--- src/core/scc_consts.svh ---
/*
  Constants for the configuration cell CRC checker: polynomial, instruction code, widths, reset values.
  Assumes inclusion by bare name from the package only; the design modules import the package.
*/
`ifndef SCC_CONSTS_SVH
`define SCC_CONSTS_SVH
`define SCC_CRC_POLY        32'h04c11db7
`define SCC_CRC_INIT        32'hffffffff
`define SCC_CRC_W           32
`define SCC_FRAME_CRC_W     16
`define SCC_FRAME_POLY      16'h1021
`define SCC_FRAME_INIT      16'hffff
`define SCC_INSTR_W         10
`define SCC_INSTR_LOAD_REF  10'h015
`define SCC_ZERO32          32'h00000000
`endif

--- src/core/scc_pkg.sv ---
/*
  Types shared by the checker modules.
  Assumes scc_consts.svh is on the include path.
*/
package scc_pkg;
  `include "scc_consts.svh"

  typedef enum logic [1:0] {
    SCC_ST_CONFIG = 2'b00,
    SCC_ST_FAILED = 2'b01,
    SCC_ST_USER   = 2'b10
  } scc_mode_type;

  typedef struct packed {
    logic       valid;
    logic       data;
    logic       last;
  } scc_bit_type;

  typedef struct packed {
    logic       capture;
    logic       shift;
    logic       update;
    logic       tdi;
  } scc_tap_type;

  function automatic logic [31:0] scc_crc32_step(input logic [31:0] crc, input logic din);
    logic fb;
    fb = crc[31] ^ din;
    scc_crc32_step = {crc[30:0], 1'b0} ^ (fb ? `SCC_CRC_POLY : `SCC_ZERO32);
  endfunction

  function automatic logic [15:0] scc_crc16_step(input logic [15:0] crc, input logic din);
    logic fb;
    fb = crc[15] ^ din;
    scc_crc16_step = {crc[14:0], 1'b0} ^ (fb ? `SCC_FRAME_POLY : 16'h0000);
  endfunction
endpackage

--- src/core/scc_cell_mem.sv ---
/*
  Configuration cell memory: one bit per address, written during loading, read one bit per clock.
  Assumes a single clock; read data come from a register one cycle after the address.
*/
`timescale 1ns/1ps
module scc_cell_mem
  import scc_pkg::*;
#(
  parameter int DEPTH = 1024,
  parameter int AW    = 10
) (
  input  wire logic          clk,
  input  wire logic          we,
  input  wire logic [AW-1:0] waddr,
  input  wire logic          wdata,
  input  wire logic [AW-1:0] raddr,
  output logic               rdata
);
  logic mem [DEPTH];

  initial begin
    if (DEPTH < 2 || (1 << AW) < DEPTH) begin
      $error("scc_cell_mem depth does not fit the address width");
    end
  end

  always_ff @(posedge clk) begin
    if (we) begin
      mem[waddr] <= wdata;
    end
    rdata <= mem[raddr];
  end
endmodule

--- src/core/scc_crc_check.sv ---
/*
  Configuration cell soft error checker: per-frame check while loading, reference capture at the end,
  endless whole-image CRC passes in user mode, and a test access port path to the reference store.
  Assumes the loader streams bits synchronous to clk, and a tap controller gives decoded state strobes.
*/
// Overview of operation
// - Check each loaded frame against its CRC.
// - Load frames until mismatch or all checked.
// - Capture image CRC into reference store.
// - User mode recomputes CRC, compares to reference.
// - Checking runs until reconfiguration request low.
// - Only configuration cells are covered.
// - One 32-bit IEEE 802 CRC per pass.
// - Zero signature drives error low.
// - Non-zero signature drives error high.
// - Instruction 00 0001 0101 selects reference store.
// - Store writes only in user mode.
// - Error pin push-pull, optionally open-drain.
// - Error holds until a clean pass.
// - Store loading never halts checking.
// - Checking starts automatically entering user mode.
`timescale 1ns/1ps
module scc_crc_check
  import scc_pkg::*;
#(
  parameter int CELL_BITS = 1024,
  parameter int FRAME_LEN = 64,
  parameter int AW        = 10
) (
  input  wire logic                       clk,
  input  wire logic                       reset_n,
  input  wire logic                       reconfig_req_n,
  input  wire logic                       check_enable,
  input  wire logic                       open_drain_sel,
  input  wire scc_bit_type                cfg_in,
  input  wire logic                       cfg_crc_bit,
  input  wire logic                       cfg_ref_bit,
  input  wire logic [`SCC_INSTR_W-1:0]    tap_instr,
  input  wire scc_tap_type                tap,
  output logic                            tdo_r,
  output logic                            crc_error_o_r,
  output logic                            crc_error_oe_n_r,
  output logic                            user_mode_r,
  output logic                            frame_error_r,
  output logic [`SCC_CRC_W-1:0]           crc_result_signature_r,
  output logic [`SCC_CRC_W-1:0]           crc_reference_store_r
);
  initial begin
    if (CELL_BITS < 2 || (1 << AW) < CELL_BITS || FRAME_LEN < 1 || CELL_BITS % FRAME_LEN != 0) begin
      $error("scc_crc_check geometry is not supported");
    end
  end

  // ************************************************************
  // Reset release
  // ************************************************************
  logic rst_meta_r;
  logic rst_n_r;
  logic rst_all_n;

  always_ff @(posedge clk or negedge reset_n) begin
    if (!reset_n) begin
      rst_meta_r <= 1'b0;
      rst_n_r    <= 1'b0;
    end else begin
      rst_meta_r <= 1'b1;
      rst_n_r    <= rst_meta_r;
    end
  end

  // Reconfiguration request acts as a synchronous reset of the whole checker.
  assign rst_all_n = rst_n_r & reconfig_req_n;

  // ************************************************************
  // Loading and per-frame check
  // ************************************************************
  scc_mode_type         mode_r, mode_nxt;
  logic [15:0]          fcrc_r, fcrc_nxt;
  logic [15:0]          fexp_r, fexp_nxt;
  logic [AW-1:0]        waddr_r, waddr_nxt;
  logic [31:0]          fcnt_r, fcnt_nxt;
  logic [31:0]          ref_sh_r, ref_sh_nxt;
  logic                 ferr_nxt;
  logic                 mem_we;

  // The frame CRC rides beside the data, one bit per data bit, so it is complete with the frame.
  assign mem_we = (mode_r == SCC_ST_CONFIG) && cfg_in.valid;

  always_comb begin
    mode_nxt   = mode_r;
    fcrc_nxt   = fcrc_r;
    fexp_nxt   = fexp_r;
    waddr_nxt  = waddr_r;
    fcnt_nxt   = fcnt_r;
    ref_sh_nxt = ref_sh_r;
    ferr_nxt   = frame_error_r;
    if (mem_we) begin
      fcrc_nxt   = scc_crc16_step(fcrc_r, cfg_in.data);
      fexp_nxt   = {fexp_r[14:0], cfg_crc_bit};
      ref_sh_nxt = {ref_sh_r[30:0], cfg_ref_bit};
      waddr_nxt  = waddr_r + AW'(1);
      fcnt_nxt   = fcnt_r + 32'h00000001;
      if (fcnt_r == 32'(FRAME_LEN - 1)) begin
        fcnt_nxt = 32'h00000000;
        // The compare must see the folded frame value before the seed is put back.
        if (fcrc_nxt != fexp_nxt) begin
          ferr_nxt = 1'b1;
          mode_nxt = SCC_ST_FAILED;
        end else if (cfg_in.last) begin
          mode_nxt = SCC_ST_USER;
        end
        fcrc_nxt = `SCC_FRAME_INIT;
      end
    end
  end

  always_ff @(posedge clk or negedge reset_n) begin
    if (!reset_n) begin
      mode_r        <= SCC_ST_CONFIG;
      fcrc_r        <= `SCC_FRAME_INIT;
      fexp_r        <= 16'h0000;
      waddr_r       <= '0;
      fcnt_r        <= 32'h00000000;
      ref_sh_r      <= `SCC_ZERO32;
      frame_error_r <= 1'b0;
    end else if (!rst_all_n) begin
      mode_r        <= SCC_ST_CONFIG;
      fcrc_r        <= `SCC_FRAME_INIT;
      fexp_r        <= 16'h0000;
      waddr_r       <= '0;
      fcnt_r        <= 32'h00000000;
      ref_sh_r      <= `SCC_ZERO32;
      frame_error_r <= 1'b0;
    end else begin
      mode_r        <= mode_nxt;
      fcrc_r        <= fcrc_nxt;
      fexp_r        <= fexp_nxt;
      waddr_r       <= waddr_nxt;
      fcnt_r        <= fcnt_nxt;
      ref_sh_r      <= ref_sh_nxt;
      frame_error_r <= ferr_nxt;
    end
  end

  // ************************************************************
  // Cell memory and user mode passes
  // ************************************************************
  logic [AW-1:0]  raddr_r, raddr_nxt;
  logic           rd_vld_r, rd_vld_nxt;
  logic           rd_last_r, rd_last_nxt;
  logic           cell_bit;
  logic [31:0]    acc_r, acc_nxt;
  logic [31:0]    sig_nxt;
  logic           err_nxt;
  logic           running;

  // Memory blocks and I/O state never reach this array, so they are outside the sum.
  scc_cell_mem #(.DEPTH(CELL_BITS), .AW(AW)) u_cells (
    .clk   (clk),
    .we    (mem_we),
    .waddr (waddr_r),
    .wdata (cfg_in.data),
    .raddr (raddr_r),
    .rdata (cell_bit)
  );

  assign running = (mode_r == SCC_ST_USER) && check_enable;

  // The pass folds all cells and then the 32 reference bits, so a clean image leaves zero.
  always_comb begin
    raddr_nxt   = raddr_r;
    rd_vld_nxt  = 1'b0;
    rd_last_nxt = 1'b0;
    acc_nxt     = acc_r;
    sig_nxt     = crc_result_signature_r;
    err_nxt     = crc_error_o_r;
    if (running) begin
      rd_vld_nxt  = 1'b1;
      rd_last_nxt = (raddr_r == AW'(CELL_BITS - 1));
      raddr_nxt   = rd_last_nxt ? '0 : raddr_r + AW'(1);
    end
    if (rd_vld_r) begin
      acc_nxt = scc_crc32_step(acc_r, cell_bit);
      if (rd_last_r) begin
        for (int i = 31; i >= 0; i--) begin
          acc_nxt = scc_crc32_step(acc_nxt, crc_reference_store_r[i]);
        end
        sig_nxt = acc_nxt;
        err_nxt = (acc_nxt != `SCC_ZERO32);
        acc_nxt = `SCC_CRC_INIT;
      end
    end
  end

  always_ff @(posedge clk or negedge reset_n) begin
    if (!reset_n) begin
      raddr_r                <= '0;
      rd_vld_r               <= 1'b0;
      rd_last_r              <= 1'b0;
      acc_r                  <= `SCC_CRC_INIT;
      crc_result_signature_r <= `SCC_ZERO32;
      crc_error_o_r          <= 1'b0;
    end else if (!rst_all_n) begin
      raddr_r                <= '0;
      rd_vld_r               <= 1'b0;
      rd_last_r              <= 1'b0;
      acc_r                  <= `SCC_CRC_INIT;
      crc_result_signature_r <= `SCC_ZERO32;
      crc_error_o_r          <= 1'b0;
    end else begin
      raddr_r                <= raddr_nxt;
      rd_vld_r               <= rd_vld_nxt;
      rd_last_r              <= rd_last_nxt;
      acc_r                  <= acc_nxt;
      crc_result_signature_r <= sig_nxt;
      crc_error_o_r          <= err_nxt;
    end
  end

  // ************************************************************
  // Error pin drive and mode flag
  // ************************************************************
  logic oe_n_nxt;

  // Open-drain only pulls low; a high level is left to the external pull-up.
  always_comb begin
    oe_n_nxt = 1'b0;
    if (open_drain_sel && err_nxt && rst_all_n) begin
      oe_n_nxt = 1'b1;
    end
  end

  always_ff @(posedge clk or negedge reset_n) begin
    if (!reset_n) begin
      crc_error_oe_n_r <= 1'b0;
      user_mode_r      <= 1'b0;
    end else begin
      crc_error_oe_n_r <= oe_n_nxt;
      user_mode_r      <= rst_all_n && (mode_nxt == SCC_ST_USER);
    end
  end

  // ************************************************************
  // Reference store and its scan path
  // ************************************************************
  logic [31:0] scan_r, scan_nxt;
  logic [31:0] store_nxt;
  logic        sel;
  logic        tdo_nxt;

  assign sel = (tap_instr == `SCC_INSTR_LOAD_REF);

  // Capture loads the live store so the tester can save it before overwriting it.
  always_comb begin
    scan_nxt  = scan_r;
    store_nxt = crc_reference_store_r;
    tdo_nxt   = tdo_r;
    if (mode_r == SCC_ST_CONFIG && mode_nxt == SCC_ST_USER) begin
      store_nxt = ref_sh_nxt;
    end
    if (sel && mode_r == SCC_ST_USER) begin
      if (tap.capture) begin
        scan_nxt = crc_reference_store_r;
        tdo_nxt  = crc_reference_store_r[0];
      end else if (tap.shift) begin
        scan_nxt = {tap.tdi, scan_r[31:1]};
        tdo_nxt  = scan_r[1];
      end else if (tap.update) begin
        store_nxt = scan_r;
      end
    end
  end

  always_ff @(posedge clk or negedge reset_n) begin
    if (!reset_n) begin
      scan_r                <= `SCC_ZERO32;
      crc_reference_store_r <= `SCC_ZERO32;
      tdo_r                 <= 1'b0;
    end else if (!rst_all_n) begin
      scan_r                <= `SCC_ZERO32;
      crc_reference_store_r <= `SCC_ZERO32;
      tdo_r                 <= 1'b0;
    end else begin
      scan_r                <= scan_nxt;
      crc_reference_store_r <= store_nxt;
      tdo_r                 <= tdo_nxt;
    end
  end
endmodule

--- config.mk ---
export PLATFORM = sky130hd
export DESIGN_NAME = scc_crc_check
export DESIGN_NICKNAME = d
export VERILOG_FILES = /design/src/core/scc_pkg.sv /design/src/core/scc_cell_mem.sv /design/src/core/scc_crc_check.sv
export VERILOG_INCLUDE_DIRS = /design/src /design/src/core
export SDC_FILE = /design/constraint.sdc
export NUM_CORES = 2
export LEC_CHECK = 0
export BUFFER_PORTS_ARGS = -buffer_cell sky130_fd_sc_hd__buf_2
export CELL_PAD_IN_SITES_DETAIL_PLACEMENT = 1
export CELL_PAD_IN_SITES_GLOBAL_PLACEMENT = 1
export CORE_MARGIN = 5
export CORE_UTILIZATION = 50
export CTS_BUF_LIST = sky130_fd_sc_hd__clkbuf_8
export CTS_CLUSTER_SIZE = 25
export DETAILED_ROUTE_END_ITERATION = 8
export PLACE_DENSITY = 0.77
export SETUP_SLACK_MARGIN = 0.02
export SLEW_MARGIN = 30
export SYNTH_ARGS = -nofsm -noshare
export SYNTH_HDL_FRONTEND = slang
export SYNTH_SLANG_ARGS = --single-unit
--- constraint.sdc ---
create_clock -name clk -period 12.41 [get_ports clk]
set_input_delay 1.241 -clock clk [delete_from_list [all_inputs] [get_ports clk]]
set_output_delay 1.241 -clock clk [all_outputs]
set_load 0.03 [all_outputs]
==> summary.txt <==
Status
  – Status: complete, no violations

Routing
  – Vias: 37710
  – Post-route antenna net violation count: 0
  – Detailed Route Iter0 Violations: 3978
  – Drc violations: 0
  – Vias per Instance: 6.156
  – Number of detailed-route iterations in the first pass: 5
  – Detail-routed net length per standard cell: 27.68 um
  – Drt total wl: 169600 um

Floorplanning
  – Die area: 0.1261 mm2
  – Die Width: 355.1 um
  – Initial core utilization: 0.5037
  – Placeable Area: 0.1182 mm2
  – Die Height: 355.1 um
  – Number of placed I/O pins: 93
  – Standard-cell row count: 126

Power
  – Leakage power total: 0.02113 uW
  – Power after layout: 8805 uW
  – Power density cells: 134.7 mW/mm2
  – IR drop worst, VDD: 0.1125 mV

Logic synthesis
  – Post-Synthesis Mean Instance Area: 13.50 um2
  – Fraction of the yosys area taken by sequential cells: 0.6240
  – Total number of yosys warnings: 0
  – Total nets after synthesis: 4444
  – Synth unique cells: 72
  – Number of storage elements in the synthesis netlist: 1278
  – Top_reg_cell synth: sky130_fd_sc_hd__edfxtp_1
  – Netlist area before placement: 0.05956 mm2
  – Syn Inst Count: 4413
  – Number of flops mapped to enable cells by yosys: 1024
  – Share of synthesized flip-flops with an asynchronous set or reset: 0.1980

Final layout
  – Number of nets in the finished design: 4447
  – Number of non-filler instances in the completed layout: 6126
  – Fraction of final layout cells sized beyond drive strength 1: 0.1964
  – Post-route core utilization: 0.5530
  – P&R area growth vs syn: 9.786%

CTS
  – Clock transition time at the flip-flop clock pins of the worst setup and hold paths: 0.06 ns
  – Bufs on Longest Clock Path: 3
  – Post-cts resize count: 0
  – Number of hold buffers added after cts: 0
  – Number of clock sinks: 1278
  – Clock tree from TritonCTS: done
  – Total number of H-tree levels: 4
  – TritonCTS Buffers: 208
  – Root cell of the clock tree: sky130_fd_sc_hd__clkbuf_8
  – Number of post-CTS setup repair buffers: 0
  – Source-to-sink clock delay at the later pin of the worst-skew pair: 0.95 ns

Setup path
  – Worst EP required: 13.13 ns
  – Most repeated library cell on the critical path: sky130_fd_sc_hd__mux4_2
  – Critical path peak fanout: 41
  – Master of the slowest instance on the critical path: sky130_fd_sc_hd__a221oi_1
  – Critical path capture point type: register
  – Critical path cell sequence: buf_4 > buf_4 > mux4_2 > mux4_2 > mux4_2 > mux2_2 > a221oi_1 > a221oi_1
  – Setup Crit Path Kind: register to register
  – Element type at the critical path start: register
  – Worst EP arrival: 6.20 ns
  – Delay of the slowest cell on the worst path: 0.89 ns

Global route
  – GRT Residual Overflow: 0
  – Maximum number of pins on one net before global-route repair: 256
  – Antenna violations before repair: 2
  – Vias in the first global route: 39930
  – Aggregate global-route resource usage: 0.2681
  – First-pass GRT wire length: 254400 um

Timing
  – Post-route minimum period: 5.481 ns
  – Final number of setup-violating endpoints: 0
  – Final setup skew: 0.07124 ns
  – Unrepaired setup endpoints after global routing: no
  – Period utilization: 0.4416
  – Final critical-path setup slack: 6.929 ns
  – Count of final max-slew check failures: 0
  – Pin slew with the least headroom to its limit: 1.063 ns
  – Slew Limit Headroom: 0.2916
  – Fmax: 182.5 MHz
  – Final hold violations: 0
  – Setup total negative slack: 0 ns

Placed design
  – Count of placed standard cells including taps: 5741
  – Pre-CTS worst setup slack: 6.908 ns
  – Quantity of I/O buffers inserted on ports: 92
  – Dpl hpwl: 95990 um
  – GP Congestion: 0.8336

Worst hold path
  – Min-delay worst type: primary input to asynchronous set/reset pin

Run
  – Number of max-capacitance violations reported: 0
==> placed cells by master (no fill, tap or decap), types with 18 or more instances in the layout <==
cell type / count
sky130_fd_sc_hd__nor2_1: 1257
sky130_fd_sc_hd__edfxtp_1: 1024
sky130_fd_sc_hd__mux4_2: 298
sky130_fd_sc_hd__clkbuf_8: 221
sky130_fd_sc_hd__dfrtp_1: 201
sky130_fd_sc_hd__nand2_1: 184
sky130_fd_sc_hd__xnor2_1: 166
sky130_fd_sc_hd__a21oi_1: 98
sky130_fd_sc_hd__buf_2: 89
sky130_fd_sc_hd__inv_1: 88
sky130_fd_sc_hd__mux2i_1: 87
sky130_fd_sc_hd__a211oi_1: 80
sky130_fd_sc_hd__buf_4: 74
sky130_fd_sc_hd__o21ai_0: 63
sky130_fd_sc_hd__xor2_1: 58
sky130_fd_sc_hd__clkinv_1: 53
sky130_fd_sc_hd__dfstp_2: 48
sky130_fd_sc_hd__xnor3_1: 39
sky130_fd_sc_hd__nand3_1: 29
sky130_fd_sc_hd__and3_1: 28
sky130_fd_sc_hd__nor3_1: 26
sky130_fd_sc_hd__nand3_2: 26
sky130_fd_sc_hd__nand2_2: 21
sky130_fd_sc_hd__a22oi_1: 21
sky130_fd_sc_hd__nor2b_1: 19
sky130_fd_sc_hd__o22ai_1: 18
==> metal layers <==
| metal | vias up | track usage | wire length [um] |
|---|---|---|---|
| li1 | 15970 | - | - |
| met1 | 19780 | 0.3433 | 65560 |
| met2 | 1580 | 0.4605 | 85760 |
| met3 | 384 | 0.04623 | 11970 |
| met4 | 0 | 0.1038 | 6299 |
| met5 | - | 0 | 0 |
==> cells by family after synthesis <==
family	count (synthesis)	share of synthesized area
xor+xnor	322	0.06975
compound gates	342	0.03729
mux	393	0.1288
flops	1278	0.6240
fa+ha+maj	7	0.001471
simple gates	1681	0.1138
buf+inv	389	0.02483
other cells	1	0.00006297
==> report_power, final <==
group / internal (uW) / switching [uW]
combinational: 263 / 376
sequential: 4640 / 2.08
clock: 1760 / 1770
total: 6660 / 2150
==> state kept, by name (all words and copies together) (netlist names), 2 cells and up <==
name / flops
fcrc_r: 16
fexp_r: 15
scan_r: 32
fcnt_r: 32
u_cells.mem: 1024
raddr_r: 10
waddr_r: 10
ref_sh_r: 32
crc_reference_store_r: 32
crc_result_signature_r: 32
acc_r: 32
mode_r: 2
==> layout make-up <==
type | instances | area, um2
Fill cell | 11520 | 52850
Sequential cell | 1278 | 37180
Multi-Input combinational cell | 2746 | 21160
Clock buffer | 221 | 3042
Tap cell | 1536 | 1922
Timing Repair Buffer | 172 | 1161
Clock inverter | 161 | 885.9
Inverter | 10 | 37.54
Antenna cell | 2 | 5.005
==> synth_stat cells, types with 21 or more instances <==
cell type / number / area, um2
sky130_fd_sc_hd__a211oi_1: 80 / 600.6
sky130_fd_sc_hd__a21oi_1: 98 / 490.5
sky130_fd_sc_hd__a22oi_1: 21 / 157.7
sky130_fd_sc_hd__and3_1: 28 / 175.2
sky130_fd_sc_hd__buf_1: 51 / 191.4
sky130_fd_sc_hd__clkbuf_1: 324 / 1216
sky130_fd_sc_hd__dfrtp_1: 205 / 5130
sky130_fd_sc_hd__dfstp_2: 48 / 1261
sky130_fd_sc_hd__edfxtp_1: 1024 / 30750
sky130_fd_sc_hd__mux2i_1: 87 / 870.8
sky130_fd_sc_hd__mux4_2: 298 / 6711
sky130_fd_sc_hd__nand2_1: 206 / 773.2
sky130_fd_sc_hd__nand3_1: 55 / 275.3
sky130_fd_sc_hd__nor2_1: 1260 / 4730
sky130_fd_sc_hd__nor2b_1: 21 / 131.4
sky130_fd_sc_hd__nor3_1: 27 / 135.1
sky130_fd_sc_hd__o21ai_0: 63 / 315.3
sky130_fd_sc_hd__xnor2_1: 166 / 1454
sky130_fd_sc_hd__xnor3_1: 39 / 878.3
sky130_fd_sc_hd__xor2_1: 58 / 508.0
==> path summary, 6_finish.rpt <==
kind                            start  slack, ns  depth (start not counted)             to
setup / recovery           raddr_r[0]       6.93                          8  u_cells.rdata
hold / removal                reset_n       0.29                          1   ref_sh_r[17]
setup reg to reg           raddr_r[0]       6.93                          8  u_cells.rdata
hold reg to reg            rst_meta_r       0.38                          0        rst_n_r
max in group asynchronous     reset_n      10.73                          2     raddr_r[2]
min in group clk           rst_meta_r       0.38                          0        rst_n_r
==> worst max-delay path, delay by kind of cell, from the launching register on <==
family	cells	cell delay, ns
mux	4	1.95
buf+inv	2	1.48
compound gates	2	1.13
flops	1	0.67
==> stage by stage <==
stage,hold WS [ns],cell area (um2)
2_1_floorplan,0.3312,59560
3_3_place_gp,0.3351,61330
3_5_place_dp,0.3529,61400
4_1_cts,0.2553,65330
5_1_grt,0.3115,65380
6_report,0.2897,65380
Power figures use the tool's default switching activity.
